$ cat config.mk
export PLATFORM = sky130hd
export DESIGN_NAME = rtc_irq_adjust_ctrl
export DESIGN_NICKNAME = d
export VERILOG_FILES = /design/src/logic/rtc_irq_adjust_ctrl.v
export VERILOG_INCLUDE_DIRS = /design/src /design/src/logic
export SDC_FILE = /design/constraint.sdc
export NUM_CORES = 1
export LEC_CHECK = 0
export BUFFER_PORTS_ARGS = -buffer_cell sky130_fd_sc_hd__buf_2
export CAP_MARGIN = 20
export CORE_MARGIN = 2
export CORE_UTILIZATION = 55
export CTS_CLUSTER_DIAMETER = 50
export CTS_CLUSTER_SIZE = 14
export DETAILED_ROUTE_END_ITERATION = 7
export PLACE_DENSITY = 0.79
export SLEW_MARGIN = 20
export SYNTH_ARGS = -nofsm -noshare
export SYNTH_HDL_FRONTEND = slang
export SYNTH_SLANG_ARGS = --single-unit
$ cat constraint.sdc
create_clock -name clk -period 7.55 [get_ports clk]
set_input_delay 0.755 -clock clk [delete_from_list [all_inputs] [get_ports clk]]
set_output_delay 0.755 -clock clk [all_outputs]
set_load 0.01 [all_outputs]
$ cat src/logic/rtc_ctrl_map.vh
// constants for the interrupt flag and adjust control block
// assumes a 250 MHz core clock and a 4-bit parallel register port
`ifndef RTC_CTRL_MAP_VH
`define RTC_CTRL_MAP_VH

// ----------------------------------------------------------------
// register addresses and bit positions
// ----------------------------------------------------------------
`define ADDR_INT_STATUS_CTRL  4'he
`define ADDR_CLK_ADJUST_CTRL  4'hf
`define BIT_PERIODIC_FLAG     0
`define BIT_ALARM_FLAG        1
`define BIT_SUBSEC_RESET      2
`define BIT_EXT_WINDOW        3
`define BIT_READ_FLAG         0
`define BIT_ADJUST            1
`define BIT_STOP              2

// ----------------------------------------------------------------
// timing
// ----------------------------------------------------------------
`define CLK_HZ                250000000
`define CLK_PERIOD_NS         4
`define EXT_WINDOW_US         122
`define ALARM_PULSE_US        61
`define ADJ_LOCK_US           125
`define ADJ_HOLD_US           250
`define EXT_WINDOW_CYC        ((`EXT_WINDOW_US * 1000) / `CLK_PERIOD_NS)
`define ALARM_PULSE_CYC       ((`ALARM_PULSE_US * 1000) / `CLK_PERIOD_NS)
`define ADJ_LOCK_CYC          ((`ADJ_LOCK_US * 1000 + `CLK_PERIOD_NS - 1) / `CLK_PERIOD_NS)
`define ADJ_HOLD_CYC          ((`ADJ_HOLD_US * 1000) / `CLK_PERIOD_NS)
`define TICK_1024_DIV         (`CLK_HZ / 1024)
`define SUBSEC_RESET_RST      1'b0

`endif

$ cat src/logic/rtc_irq_adjust_ctrl.v
// interrupt request flags, extension window, read flag, adjust and stop control
// assumes addr/data/strobes are synchronous to clk; strobes are one cycle long
`timescale 1ns/1ps
`default_nettype none
`include "rtc_ctrl_map.vh"

// Operation
// alarm mode bit chooses held low request (1) or low pulse (0) when unmasked
// alarm event raised when alarm equals counter over selected compare range
// alarm pulse mode holds output low for about 61 us
// periodic flag reads 1 while periodic output low, 0 while open
// unmasked periodic expiry drives output low and sets flag together
// periodic interrupt mode: flag and low output persist until read clears
// data protect: read within 122 us defers clear to 122 us after event
// read at least 122 us after event clears immediately even with protect
// interrupt mode ignores writing 0 and ignores new events while flag set
// periodic pulse mode clears by writing 0 or restoration time; read keeps
// unmasked alarm match drives alarm output low and sets flag together
// alarm interrupt mode: read clears, write 0 ignored, repeat alarm ignored
// alarm pulse mode clears by writing 0 or after 61 us; read keeps
// sub-second reset bit holds fraction counter reset until 0 written
// chip select low clears sub-second reset; writing 1 clears test bits
// window flag is 1 in interrupt mode, protect set, under 122 us
// window flag read-only, not cleared by read
// seconds carry sets read flag; read clears it; repeat carry keeps 1
// any 30 s adjustment also sets read flag
// adjust write starts adjustment; time registers locked for 125 us
// adjust bit self-clears within 250 us
// hardware adjust input also sets adjust bit with same self-clear
// periodic mask 0 enables periodic output, 1 disables it
// interval code selects 1/1024 s up to 10 min period
module rtc_irq_adjust_ctrl #(
  parameter integer WIN_CYC   = `EXT_WINDOW_CYC,
  parameter integer APULS_CYC = `ALARM_PULSE_CYC,
  parameter integer LOCK_CYC  = `ADJ_LOCK_CYC,
  parameter integer HOLD_CYC  = `ADJ_HOLD_CYC,
  parameter integer TICK_DIV  = `TICK_1024_DIV
) (
  input  wire       clk,
  input  wire       rst_n,
  input  wire [3:0] addr,
  input  wire [3:0] wdata,
  input  wire       wr_stb,
  input  wire       rd_stb,
  input  wire       primary_chip_select,
  input  wire       periodic_mask_bit,
  input  wire       alarm_mask_bit,
  input  wire       periodic_output_mode_bit,
  input  wire       alarm_output_mode_bit,
  input  wire       interval_code_bit2,
  input  wire       interval_code_bit1,
  input  wire       interval_code_bit0,
  input  wire       data_protect_bit,
  input  wire       alarm_equal,
  input  wire       seconds_carry,
  input  wire       adjust_in,
  input  wire       stop_in,
  input  wire       stop_source_select,
  output reg  [3:0] rdata_r,
  output reg        periodic_out_r,
  output reg        periodic_out_oe_r,
  output reg        alarm_out_r,
  output reg        alarm_out_oe_r,
  output reg        subsecond_reset_r,
  output reg        test_bits_clear_r,
  output reg        adjust_start_r,
  output reg        time_access_lock_r,
  output reg        clock_stop_r
);

  // ----------------------------------------------------------------
  // bus decode
  // ----------------------------------------------------------------
  // data protect blocks every write to these two registers
  wire       wr_ok    = wr_stb & ~data_protect_bit;
  wire       wr_e     = wr_ok & (addr == `ADDR_INT_STATUS_CTRL);
  wire       wr_f     = wr_ok & (addr == `ADDR_CLK_ADJUST_CTRL);
  wire       rd_e     = rd_stb & (addr == `ADDR_INT_STATUS_CTRL);
  wire       rd_f     = rd_stb & (addr == `ADDR_CLK_ADJUST_CTRL);
  wire [2:0] icode    = {interval_code_bit2, interval_code_bit1, interval_code_bit0};

  // ----------------------------------------------------------------
  // periodic interval timebase
  // ----------------------------------------------------------------
  reg  [17:0] pre_r;
  reg  [19:0] per_r;
  reg  [19:0] per_len;
  reg  [31:0] subsecond_reset_bit_len;
  wire        tick      = (pre_r == TICK_DIV[17:0] - 18'h00001);
  // a shorter code takes effect at once: a count already past the new end
  // closes the interval at the next tick instead of running round 2^20 ticks
  wire        per_done  = tick & (per_r >= per_len - 20'h00001);

  always @* begin
    case (icode)
      3'h0:    per_len = 20'h00001;
      3'h1:    per_len = 20'h00008;
      3'h2:    per_len = 20'h00010;
      3'h3:    per_len = 20'h00040;
      3'h4:    per_len = 20'h00200;
      3'h5:    per_len = 20'h00400;
      3'h6:    per_len = 20'h0f000;
      default: per_len = 20'h96000;
    endcase
    // half period low for short codes, one window length for the long ones
    if (icode <= 3'h4) begin
      subsecond_reset_bit_len = (TICK_DIV * {12'h000, per_len}) >> 1;
    end else begin
      subsecond_reset_bit_len = WIN_CYC;
    end
  end

  always @(posedge clk) begin
    if (!rst_n) begin
      pre_r <= 18'h00000;
      per_r <= 20'h00000;
    end else begin
      pre_r <= tick ? 18'h00000 : pre_r + 18'h00001;
      if (per_done) begin
        per_r <= 20'h00000;
      end else if (tick) begin
        per_r <= per_r + 20'h00001;
      end
    end
  end

  // ----------------------------------------------------------------
  // request flags, source 0 periodic, source 1 alarm
  // ----------------------------------------------------------------
  reg         alarm_eq_d_r;
  wire [1:0]  evt;
  wire [1:0]  int_mode  = {alarm_output_mode_bit, periodic_output_mode_bit};
  wire [1:0]  flag;
  wire [1:0]  flag_next;
  wire [1:0]  in_win;
  wire [31:0] rlen [0:1];

  // alarm compare range is resolved upstream; only the rising match counts
  assign evt[0]  = per_done & ~periodic_mask_bit;
  assign evt[1]  = alarm_equal & ~alarm_eq_d_r & ~alarm_mask_bit;
  assign rlen[0] = subsecond_reset_bit_len;
  assign rlen[1] = APULS_CYC;

  always @(posedge clk) begin
    if (!rst_n) begin
      alarm_eq_d_r <= 1'b0;
    end else begin
      alarm_eq_d_r <= alarm_equal;
    end
  end

  // ----------------------------------------------------------------
  // per-source flag state
  // ----------------------------------------------------------------
  // the pin enable is registered from the next flag value, so the read-back
  // bit and the pin never disagree, not even for the cycle of a clear
  genvar g;
  generate
    for (g = 0; g < 2; g = g + 1) begin : src
      reg        flag_r;
      reg        flag_nxt;
      reg        pend_r;
      reg        pend_nxt;
      reg [15:0] win_r;
      reg [31:0] rst_cnt_r;
      wire       set_now = evt[g] & ~flag_r;
      assign flag[g]      = flag_r;
      assign flag_next[g] = flag_nxt;
      assign in_win[g]    = (win_r != 16'h0000);
      always @* begin
        flag_nxt = flag_r;
        pend_nxt = pend_r;
        if (set_now) begin
          // events while the flag stands are dropped
          flag_nxt = 1'b1;
          pend_nxt = 1'b0;
        end else if (int_mode[g]) begin
          if (rd_e && data_protect_bit && in_win[g]) begin
            pend_nxt = 1'b1;
          end else if (rd_e) begin
            flag_nxt = 1'b0;
            pend_nxt = 1'b0;
          end else if (pend_r && win_r == 16'h0001) begin
            flag_nxt = 1'b0;
            pend_nxt = 1'b0;
          end
        end else begin
          pend_nxt = 1'b0;
          // reads leave the flag alone in pulse mode
          if (wr_e && !wdata[g]) begin
            flag_nxt = 1'b0;
          end else if (flag_r && rst_cnt_r == 32'h00000001) begin
            flag_nxt = 1'b0;
          end
        end
      end
      always @(posedge clk) begin
        if (!rst_n) begin
          flag_r    <= 1'b0;
          pend_r    <= 1'b0;
          win_r     <= 16'h0000;
          rst_cnt_r <= 32'h00000000;
        end else begin
          flag_r <= flag_nxt;
          pend_r <= pend_nxt;
          if (set_now) begin
            win_r     <= WIN_CYC[15:0];
            rst_cnt_r <= rlen[g];
          end else begin
            if (in_win[g]) begin
              win_r <= win_r - 16'h0001;
            end
            if (!int_mode[g] && rst_cnt_r != 32'h00000000) begin
              rst_cnt_r <= rst_cnt_r - 32'h00000001;
            end
          end
        end
      end
    end
  endgenerate

  // ----------------------------------------------------------------
  // pins, window flag, read flag, adjust, stop, sub-second reset
  // ----------------------------------------------------------------
  reg        ext_win_r;
  reg        read_flag_r;
  reg        stop_bit_r;
  reg        adj_in_d_r;
  reg [15:0] adj_cnt_r;
  wire       adj_go = (wr_f & wdata[`BIT_ADJUST]) | (adjust_in & ~adj_in_d_r);

  always @(posedge clk) begin
    if (!rst_n) begin
      periodic_out_r     <= 1'b0;
      periodic_out_oe_r  <= 1'b0;
      alarm_out_r        <= 1'b0;
      alarm_out_oe_r     <= 1'b0;
      ext_win_r          <= 1'b0;
      read_flag_r        <= 1'b0;
      stop_bit_r         <= 1'b0;
      adj_in_d_r         <= 1'b0;
      adj_cnt_r          <= 16'h0000;
      adjust_start_r     <= 1'b0;
      time_access_lock_r <= 1'b0;
      clock_stop_r       <= 1'b0;
      subsecond_reset_r  <= `SUBSEC_RESET_RST;
      test_bits_clear_r  <= 1'b0;
    end else begin
      // open drain: pin pulled low exactly while its flag stands
      periodic_out_r    <= 1'b0;
      periodic_out_oe_r <= flag_next[0];
      alarm_out_r       <= 1'b0;
      alarm_out_oe_r    <= flag_next[1];
      ext_win_r <= data_protect_bit & |(int_mode & in_win);
      // a carry in the same cycle as the read keeps the flag set
      if (seconds_carry || adj_go) begin
        read_flag_r <= 1'b1;
      end else if (rd_f) begin
        read_flag_r <= 1'b0;
      end
      // hardware adjust is edge-taken so a held input starts one adjustment
      adj_in_d_r     <= adjust_in;
      adjust_start_r <= adj_go;
      if (adj_go) begin
        adj_cnt_r <= HOLD_CYC[15:0];
      end else if (adj_cnt_r != 16'h0000) begin
        adj_cnt_r <= adj_cnt_r - 16'h0001;
      end
      // lock covers the first 125 us of the hold
      time_access_lock_r <= adj_go | (adj_cnt_r > HOLD_CYC[15:0] - LOCK_CYC[15:0] + 16'h0001);
      if (wr_f) begin
        stop_bit_r <= wdata[`BIT_STOP];
      end
      clock_stop_r <= stop_source_select ? stop_in : stop_bit_r;
      if (!primary_chip_select) begin
        subsecond_reset_r <= 1'b0;
      end else if (wr_e) begin
        subsecond_reset_r <= wdata[`BIT_SUBSEC_RESET];
      end
      test_bits_clear_r <= wr_e & wdata[`BIT_SUBSEC_RESET];
    end
  end

  // ----------------------------------------------------------------
  // read-back
  // ----------------------------------------------------------------
  // the window flag has no write path, so host writes to bit 3 fall away
  // unmapped reads return zero so a stray address never shows stale data
  always @(posedge clk) begin
    if (!rst_n) begin
      rdata_r <= 4'h0;
    end else if (rd_e) begin
      rdata_r <= {ext_win_r, subsecond_reset_r, flag[1], flag[0]};
    end else if (rd_f) begin
      rdata_r <= {1'b0, stop_bit_r, (adj_cnt_r != 16'h0000), read_flag_r};
    end else if (rd_stb) begin
      rdata_r <= 4'h0;
    end
  end

endmodule // rtc_irq_adjust_ctrl
`default_nettype wire

==> flow_summary.ini, run 1 <==
[status]
run_status = finished clean

[route]
detail_route.first_pass.iterations = 6
vias_per_cell = 5.64
detailedRoute.firstIterationViolations = 478
detail-route-antenna-nets = 0
route.final.wire_length_mm = 25.6
num_vias = 9705
post_drt_wl_per_cell_um = 14.9
drt_drc_violations_left = 0

[setup_path]
r2r_start = per_r[2]
worst-r2r-setup-slack_ns = 4.27
arrival_ns = 7.00
crit_required_ns = 7.90
cp_slowest_cell = sky130_fd_sc_hd__and3_1
timing.critical_path.from_type = input pin
max_stage_delay_ns = 0.56
reg2regPathDepth = 10
crit_family = adder cells
critPathKind = in2reg
critPathBufInv = 6
r2r_end = src[0].rst_cnt_r[24]
crit_chain = buf_2, inv_1, and3_1, ha_1, inv_1, fa_1, inv_1, fa_1, fa_1, fa_1, inv_1, fa_1, inv_1, ha_1, a211oi_1, nor2b_1, or3_1, a21oi_1, a21oi_1, a2111oi_0, nor2_1, xor2_1, o21ai_0
critical_path.max_fanout = 12
worstSetupEndpointType = register

[finish]
layout_overhead_on_the_synthesized_area_pct = 9.15
nNetsFinal = 1645
utilization_of_the_core_after_routing_pct = 61.3
filler_cell_count = 1794
final_area_um2 = 12900
antennaDiodeCount = 0
sequential_cell_area_um2 = 3360
final_cell_count_no_fill = 1721
final_layout_size_suffix_gt1_share_pct = 6.92
multi_input_combinational_cell_area_um2 = 7960

[clock_tree]
clock_tree.root_cell = sky130_fd_sc_hd__clkbuf_16
cts-hold-fix-buffers = 0
post_cts.resized_instances = 0
clk-insertion-delay-late_ns = 0.43
cts_buffer_depth = 2
clkTransAtPathRegs_ns = 0.07
cts_post_setup_buffers_inserted = 0
tritoncts = yes
clkSinkCount = 168
cts_max_level = 4
total_cts_buffers = 17

[logic_synthesis]
synthesis.instances = 1400
synth_cell_area_um2 = 11900
postSynthRegisterBits = 168
ys_dominant_reg_cell = sky130_fd_sc_hd__dfxtp_1
synth_top_area_share_pct = 28.4
ys_async_sr_fraction_pct = 0
synth.yosys.warnings = 0
synthDistinctLibCells = 73
syn-mean-instance-area_um2 = 8.47
synth_top_cells_by_count = 173 x sky130_fd_sc_hd__nor2_1, 168 x sky130_fd_sc_hd__dfxtp_1, 141 x sky130_fd_sc_hd__ha_1
synth_area_leaders = sky130_fd_sc_hd__dfxtp_1 28%, sky130_fd_sc_hd__ha_1 15%, sky130_fd_sc_hd__fa_1 7.6%
number_of_enable_type_register_cells_in_the_synthesized_netlist = 0
synth.largest_area_cell = sky130_fd_sc_hd__dfxtp_1
synth_sequential_area_ratio_pct = 28.4
yosys.cell_count.top_type = sky130_fd_sc_hd__nor2_1

[hold_path]
timing.hold.worst_endpoint = pre_r[0]
hold_start = pre_r[0]
hold_depth = 1
hold_crit_class = reg2reg

[timing]
final-max-slew-violation-count = 0
final_hold_viol_count = 0
maxSlewHeadroom_pct = 28.5
finalSetupViolCount = 0
rsz0062_at_grt = no
finalClockSkew_ns = 0.0133
setup-tns-final_ns = 0
final_period_minus_worst_setup_slack_ns = 6.66
tightestPinTransition_ns = 1.07
timing.fmax_mhz = 150
fin_crit_sh_pct = 88.2

[floorplan]
die_height_um = 151
top_level_ports = 39
dieWidth_um = 151
floorplan.die_area_um2 = 22700
placement_rows = 53
floorplan.core_area_um2 = 21100
initial_core_utilization_pct = 56.2

[power_and_ir_drop]
power_switching_mw = 1.54
comb_power_share_pct = 44.1
intPower_mw = 2.19
seq_power_share_pct = 32.5
p_leak_nw = 5.81
swShare_pct = 41.2
vdd.ir_drop.worst_mv = 0.167
clk_pwr_share_pct = 23.5
power.density_cell_area_nw_per_um2 = 289
overall_power_of_the_completed_layout_mw = 3.73

[job]
max_cap_violations = 0

[grt]
grt_antenna_before_repair = 0
maximum_number_of_pins_on_one_net_before_global_route_repair = 55
global_route.overflow_total = 0
grtUsageTotal_pct = 23.2
grt_pass1_vias = 9424
wire_length_of_the_first_global_routing_pass_mm = 43.5

[place]
post-dp-hpwl_mm = 18.7
portBuffers = 35
placed_cells = 1689
final_wtd_congestion = 0.872
placed_cell_area_um2 = 12300
==> how the worst max path moves through the flow <==
stage,start,end,slack [ns],cells past startpoint
6_report,interval_code_bit2,src[0].rst_cnt_r[29],0.89,23
5_1_grt,interval_code_bit2,src[0].rst_cnt_r[29],0.48,23
4_1_cts,interval_code_bit2,src[0].rst_cnt_r[29],0.91,23
3_5_place_dp,interval_code_bit2,src[0].rst_cnt_r[29],0.47,23
3_3_place_gp,interval_code_bit2,src[0].rst_cnt_r[29],0.67,23
2_1_floorplan,interval_code_bit0,src[0].rst_cnt_r[29],0.36,26
==> through the flow <==
| stage | hold slack [ns] | setup WS, ns |
|---|---|---|
| floorplan | 0.418 | 0.359 |
| global placement | 0.428 | 0.669 |
| detailed placement | 0.436 | 0.473 |
| CTS | 0.452 | 0.907 |
| global route | 0.488 | 0.482 |
| finish | 0.450 | 0.893 |
==> cells in the final DEF, fill, tap and decap left out, types with 32 or more instances in the layout <==
cell / netlist / final
sky130_fd_sc_hd__xnor2_1: 84 / 84
sky130_fd_sc_hd__ha_1: 141 / 141
sky130_fd_sc_hd__o21ai_0: 40 / 40
sky130_fd_sc_hd__dfxtp_1: 168 / 168
sky130_fd_sc_hd__a21oi_1: 96 / 96
sky130_fd_sc_hd__buf_2: 4 / 35
sky130_fd_sc_hd__inv_1: 105 / 105
sky130_fd_sc_hd__nand2_1: 122 / 121
sky130_fd_sc_hd__nor2_1: 173 / 173
sky130_fd_sc_hd__nor3_1: 49 / 48
sky130_fd_sc_hd__nand3_1: 32 / 32
sky130_fd_sc_hd__xor2_1: 56 / 56
sky130_fd_sc_hd__fa_1: 45 / 45
==> routing by layer <==
layer | global-route usage [%] | vias up | part of all wire, %
met5 | 0 | - | 0
met2 | 39.9 | 222 | 48
met1 | 31.0 | 4612 | 47
li1 | - | 4842 | -
met4 | 6.92 | 0 | 1.5
met3 | 2.38 | 29 | 3.9
==> logic make-up (layout without fill, tap and decap cells) <==
logic type      after synthesis  in the layout  share of synthesized area, %
other cells                   2              5                        0.0634
simple gates                539            539                          22.3
fa+ha+maj                   186            186                          22.5
flops                       168            168                          28.4
buf+inv                     141            184                          4.58
xor+xnor                    140            140                          10.3
mux                           7              7                         0.623
compound gates              217            217                          11.2
==> power by group through the flow <==
stage,logic (mW),clock network (mW),registers [mW]
3_3_place_gp,1.56,0,1.22
6_report,1.65,0.877,1.21
2_1_floorplan,1.31,0,1.19
3_5_place_dp,1.61,0,1.22
4_1_cts,1.64,0.886,1.21
5_1_grt,1.87,0.922,1.24
==> sequential cells by signal, summed over array words and instances (netlist names) <==
register            count
adj_cnt_r              16
alarm_eq_d_r            1
pre_r                  18
per_r                  20
subsecond_reset_r       1
adj_in_d_r              1
stop_bit_r              1
test_bits_clear_r       1
time_access_lock_r      1
read_flag_r             1
src.rst_cnt_r          64
periodic_out_oe_r       1
ext_win_r               1
src.win_r              32
alarm_out_oe_r          1
rdata_r                 4
src.pend_r              2
clock_stop_r            1
adjust_start_r          1
==> layout make-up <==
cell class | count | area share [%]
multi-input combinational | 1094 | 61.6
clock inverter | 15 | 1.42
tap | 275 | 2.66
clock buffer | 17 | 3.29
timing repair buffer | 46 | 1.99
inverter | 106 | 3.08
sequential | 168 | 26.0
Note: power is estimated with default switching activity, not from simulation.
==> run 2, diff against run 1 <==
BUFFER_PORTS_ARGS = not set   (was -buffer_cell sky130_fd_sc_hd__buf_2)
DONT_BUFFER_PORTS = 1   (was not set)
PLACE_DENSITY = 0.77   (was 0.79)
==> run 2 against run 1 <==
Effect of this change:
- global-route usage shrank 0.18 points
- worst setup slack gained 0.080 ns
- hold slack lost 0.018 ns
- cell area shrank 1.2%
- largest power group unchanged
==> flow_summary.ini, run 2 (same netlist as run 1, synthesis figures left out) <==
[clock_tree]
clkSinkCount = 168
clkTransAtPathRegs_ns = 0.07
cts_post_setup_buffers_inserted = 0
clock_tree.root_cell = sky130_fd_sc_hd__clkbuf_16
clk-insertion-delay-late_ns = 0.44
post_cts.resized_instances = 0
tritoncts = yes
cts-hold-fix-buffers = 0
cts_max_level = 4
total_cts_buffers = 17
cts_buffer_depth = 2

[floorplan]
placement_rows = 53
dieWidth_um = 151
floorplan.die_area_um2 = 22700
die_height_um = 151
floorplan.core_area_um2 = 21100
top_level_ports = 39
initial_core_utilization_pct = 56.2

[finish]
nNetsFinal = 1612
largest_registers_ranked_by_flip_flop_count = src.rst_cnt_r (64), src.win_r (32), per_r (20)
layout_common_cells = 173 x sky130_fd_sc_hd__nor2_1, 168 x sky130_fd_sc_hd__dfxtp_1, 141 x sky130_fd_sc_hd__ha_1, 121 x sky130_fd_sc_hd__nand2_1, 105 x sky130_fd_sc_hd__inv_1
final_cell_count_no_fill = 1688
largest_reg_flops = 64
final_area_um2 = 12800
mostFrequentLayoutCell = sky130_fd_sc_hd__nor2_1
layout_overhead_on_the_synthesized_area_pct = 7.89
final_layout_size_suffix_gt1_share_pct = 4.67
filler_cell_count = 1790
registers.top_by_ff_count = src.rst_cnt_r
antennaDiodeCount = 0

[place]
place_ws_ns = 0.515
final_wtd_congestion = 0.875
portBuffers = 0
post-dp-hpwl_mm = 18.8
placed_cell_area_um2 = 12200
placed_cells = 1656

[route]
detailedRoute.firstIterationViolations = 479
vias_per_cell = 5.63
num_vias = 9496
route.final.wire_length_mm = 25.4
detail-route-antenna-nets = 0
drt_drc_violations_left = 0
post_drt_wl_per_cell_um = 15.1
detail_route.first_pass.iterations = 6

[setup_path]
critical_path.max_fanout = 12
critPathBufInv = 6
worstSetupEndpointType = register
timing.critical_path.from_type = input pin
crit_required_ns = 7.90
max_stage_delay_ns = 0.55
crit_chain = inv_1, ha_1, buf_4, inv_1, and3_1, nor2_1, inv_1, ha_1, ha_1, ha_1, fa_1, fa_1, inv_1, fa_1, inv_1, ha_1, nand2_1, or3_1, a21oi_1, a21oi_1, a2111oi_0, nor2_1, xor2_1, o21ai_0
cp_slowest_cell = sky130_fd_sc_hd__fa_1
crit_family = adder cells
critPathKind = in2reg
arrival_ns = 6.93

[timing]
fin_crit_sh_pct = 87.1
setup-tns-final_ns = 0
timing.fmax_mhz = 152
maxSlewHeadroom_pct = 31.5
worst_slack_ns = 0.973
final_hold_viol_count = 0
tightestPinTransition_ns = 1.03
final_period_minus_worst_setup_slack_ns = 6.58
finalSetupViolCount = 0
rsz0062_at_grt = no
finalClockSkew_ns = 0.0145
final-max-slew-violation-count = 0

[power_and_ir_drop]
overall_power_of_the_completed_layout_mw = 3.75
p_leak_nw = 5.67
power.density_cell_area_nw_per_um2 = 293
vdd.ir_drop.worst_mv = 0.166

[grt]
wire_length_of_the_first_global_routing_pass_mm = 42.8
grt_antenna_before_repair = 0
grt_pass1_vias = 9204
global_route.overflow_total = 0
maximum_number_of_pins_on_one_net_before_global_route_repair = 55
grtUsageTotal_pct = 23.0

[hold_path]
hold_crit_class = in2reg

[job]
max_cap_violations = 0

[status]
run_status = finished clean
## run 2: cell type report
class                      count  area [µm²]  area share (%)
inverter                     106         398            3.11
sequential                   168        3360            26.3
clock inverter                15         199            1.56
multi-input combinational   1094        7960            62.2
clock buffer                  17         425            3.33
timing repair buffer          13        97.6           0.763
tap                          275         344            2.69
## run 2: metal layers
layer | GRT usage [%] | share of wire [%] | vias up | wire length (µm)
met4 | 8.74 | 2.1 | 0 | 540
met5 | 0 | 0 | - | 0
li1 | - | - | 4773 | -
met2 | 39.8 | 47 | 195 | 12100
met1 | 29.4 | 46 | 4475 | 11800
met3 | 3.01 | 3.9 | 53 | 998
## run 2: final timing paths
kind / startpoint / endpoint / slack, ns / cells after the start
worst max-delay path: interval_code_bit2 / src[0].rst_cnt_r[29] / 0.97 / 24
worst min-delay path: data_protect_bit / ext_win_r / 0.43 / 2
worst max register to register: per_r[2] / src[0].rst_cnt_r[15] / 4.36 / 10
worst min register to register: pre_r[0] / pre_r[0] / 0.45 / 1
## run 2: where the power goes
part	internal (mW)	total (mW)	switching, mW
registers	1.05	1.21	0.159
clock network	0.482	0.912	0.430
logic	0.684	1.62	0.939
## run 2: per-stage QoR
step / utilization [%] / hold slack (ns)
floorplan: - / 0.418
global placement: 57.7 / 0.429
detailed placement: 57.7 / 0.444
CTS: 60.6 / 0.423
global route: 60.6 / 0.437
finish: 60.6 / 0.432
## run 2: worst reg2reg max path: stages (launching register included)
cell and delay, ns:
sky130_fd_sc_hd__dfxtp_1 0.43, sky130_fd_sc_hd__ha_1 0.28, sky130_fd_sc_hd__a211oi_1 0.25, sky130_fd_sc_hd__o21ai_0 0.13, sky130_fd_sc_hd__a21oi_1 0.18, sky130_fd_sc_hd__o21ai_0 0.10
sky130_fd_sc_hd__a21oi_1 0.47, sky130_fd_sc_hd__or3_1 0.43, sky130_fd_sc_hd__buf_4 0.37, sky130_fd_sc_hd__nor2_1 0.11, sky130_fd_sc_hd__a2111oi_2 0.33
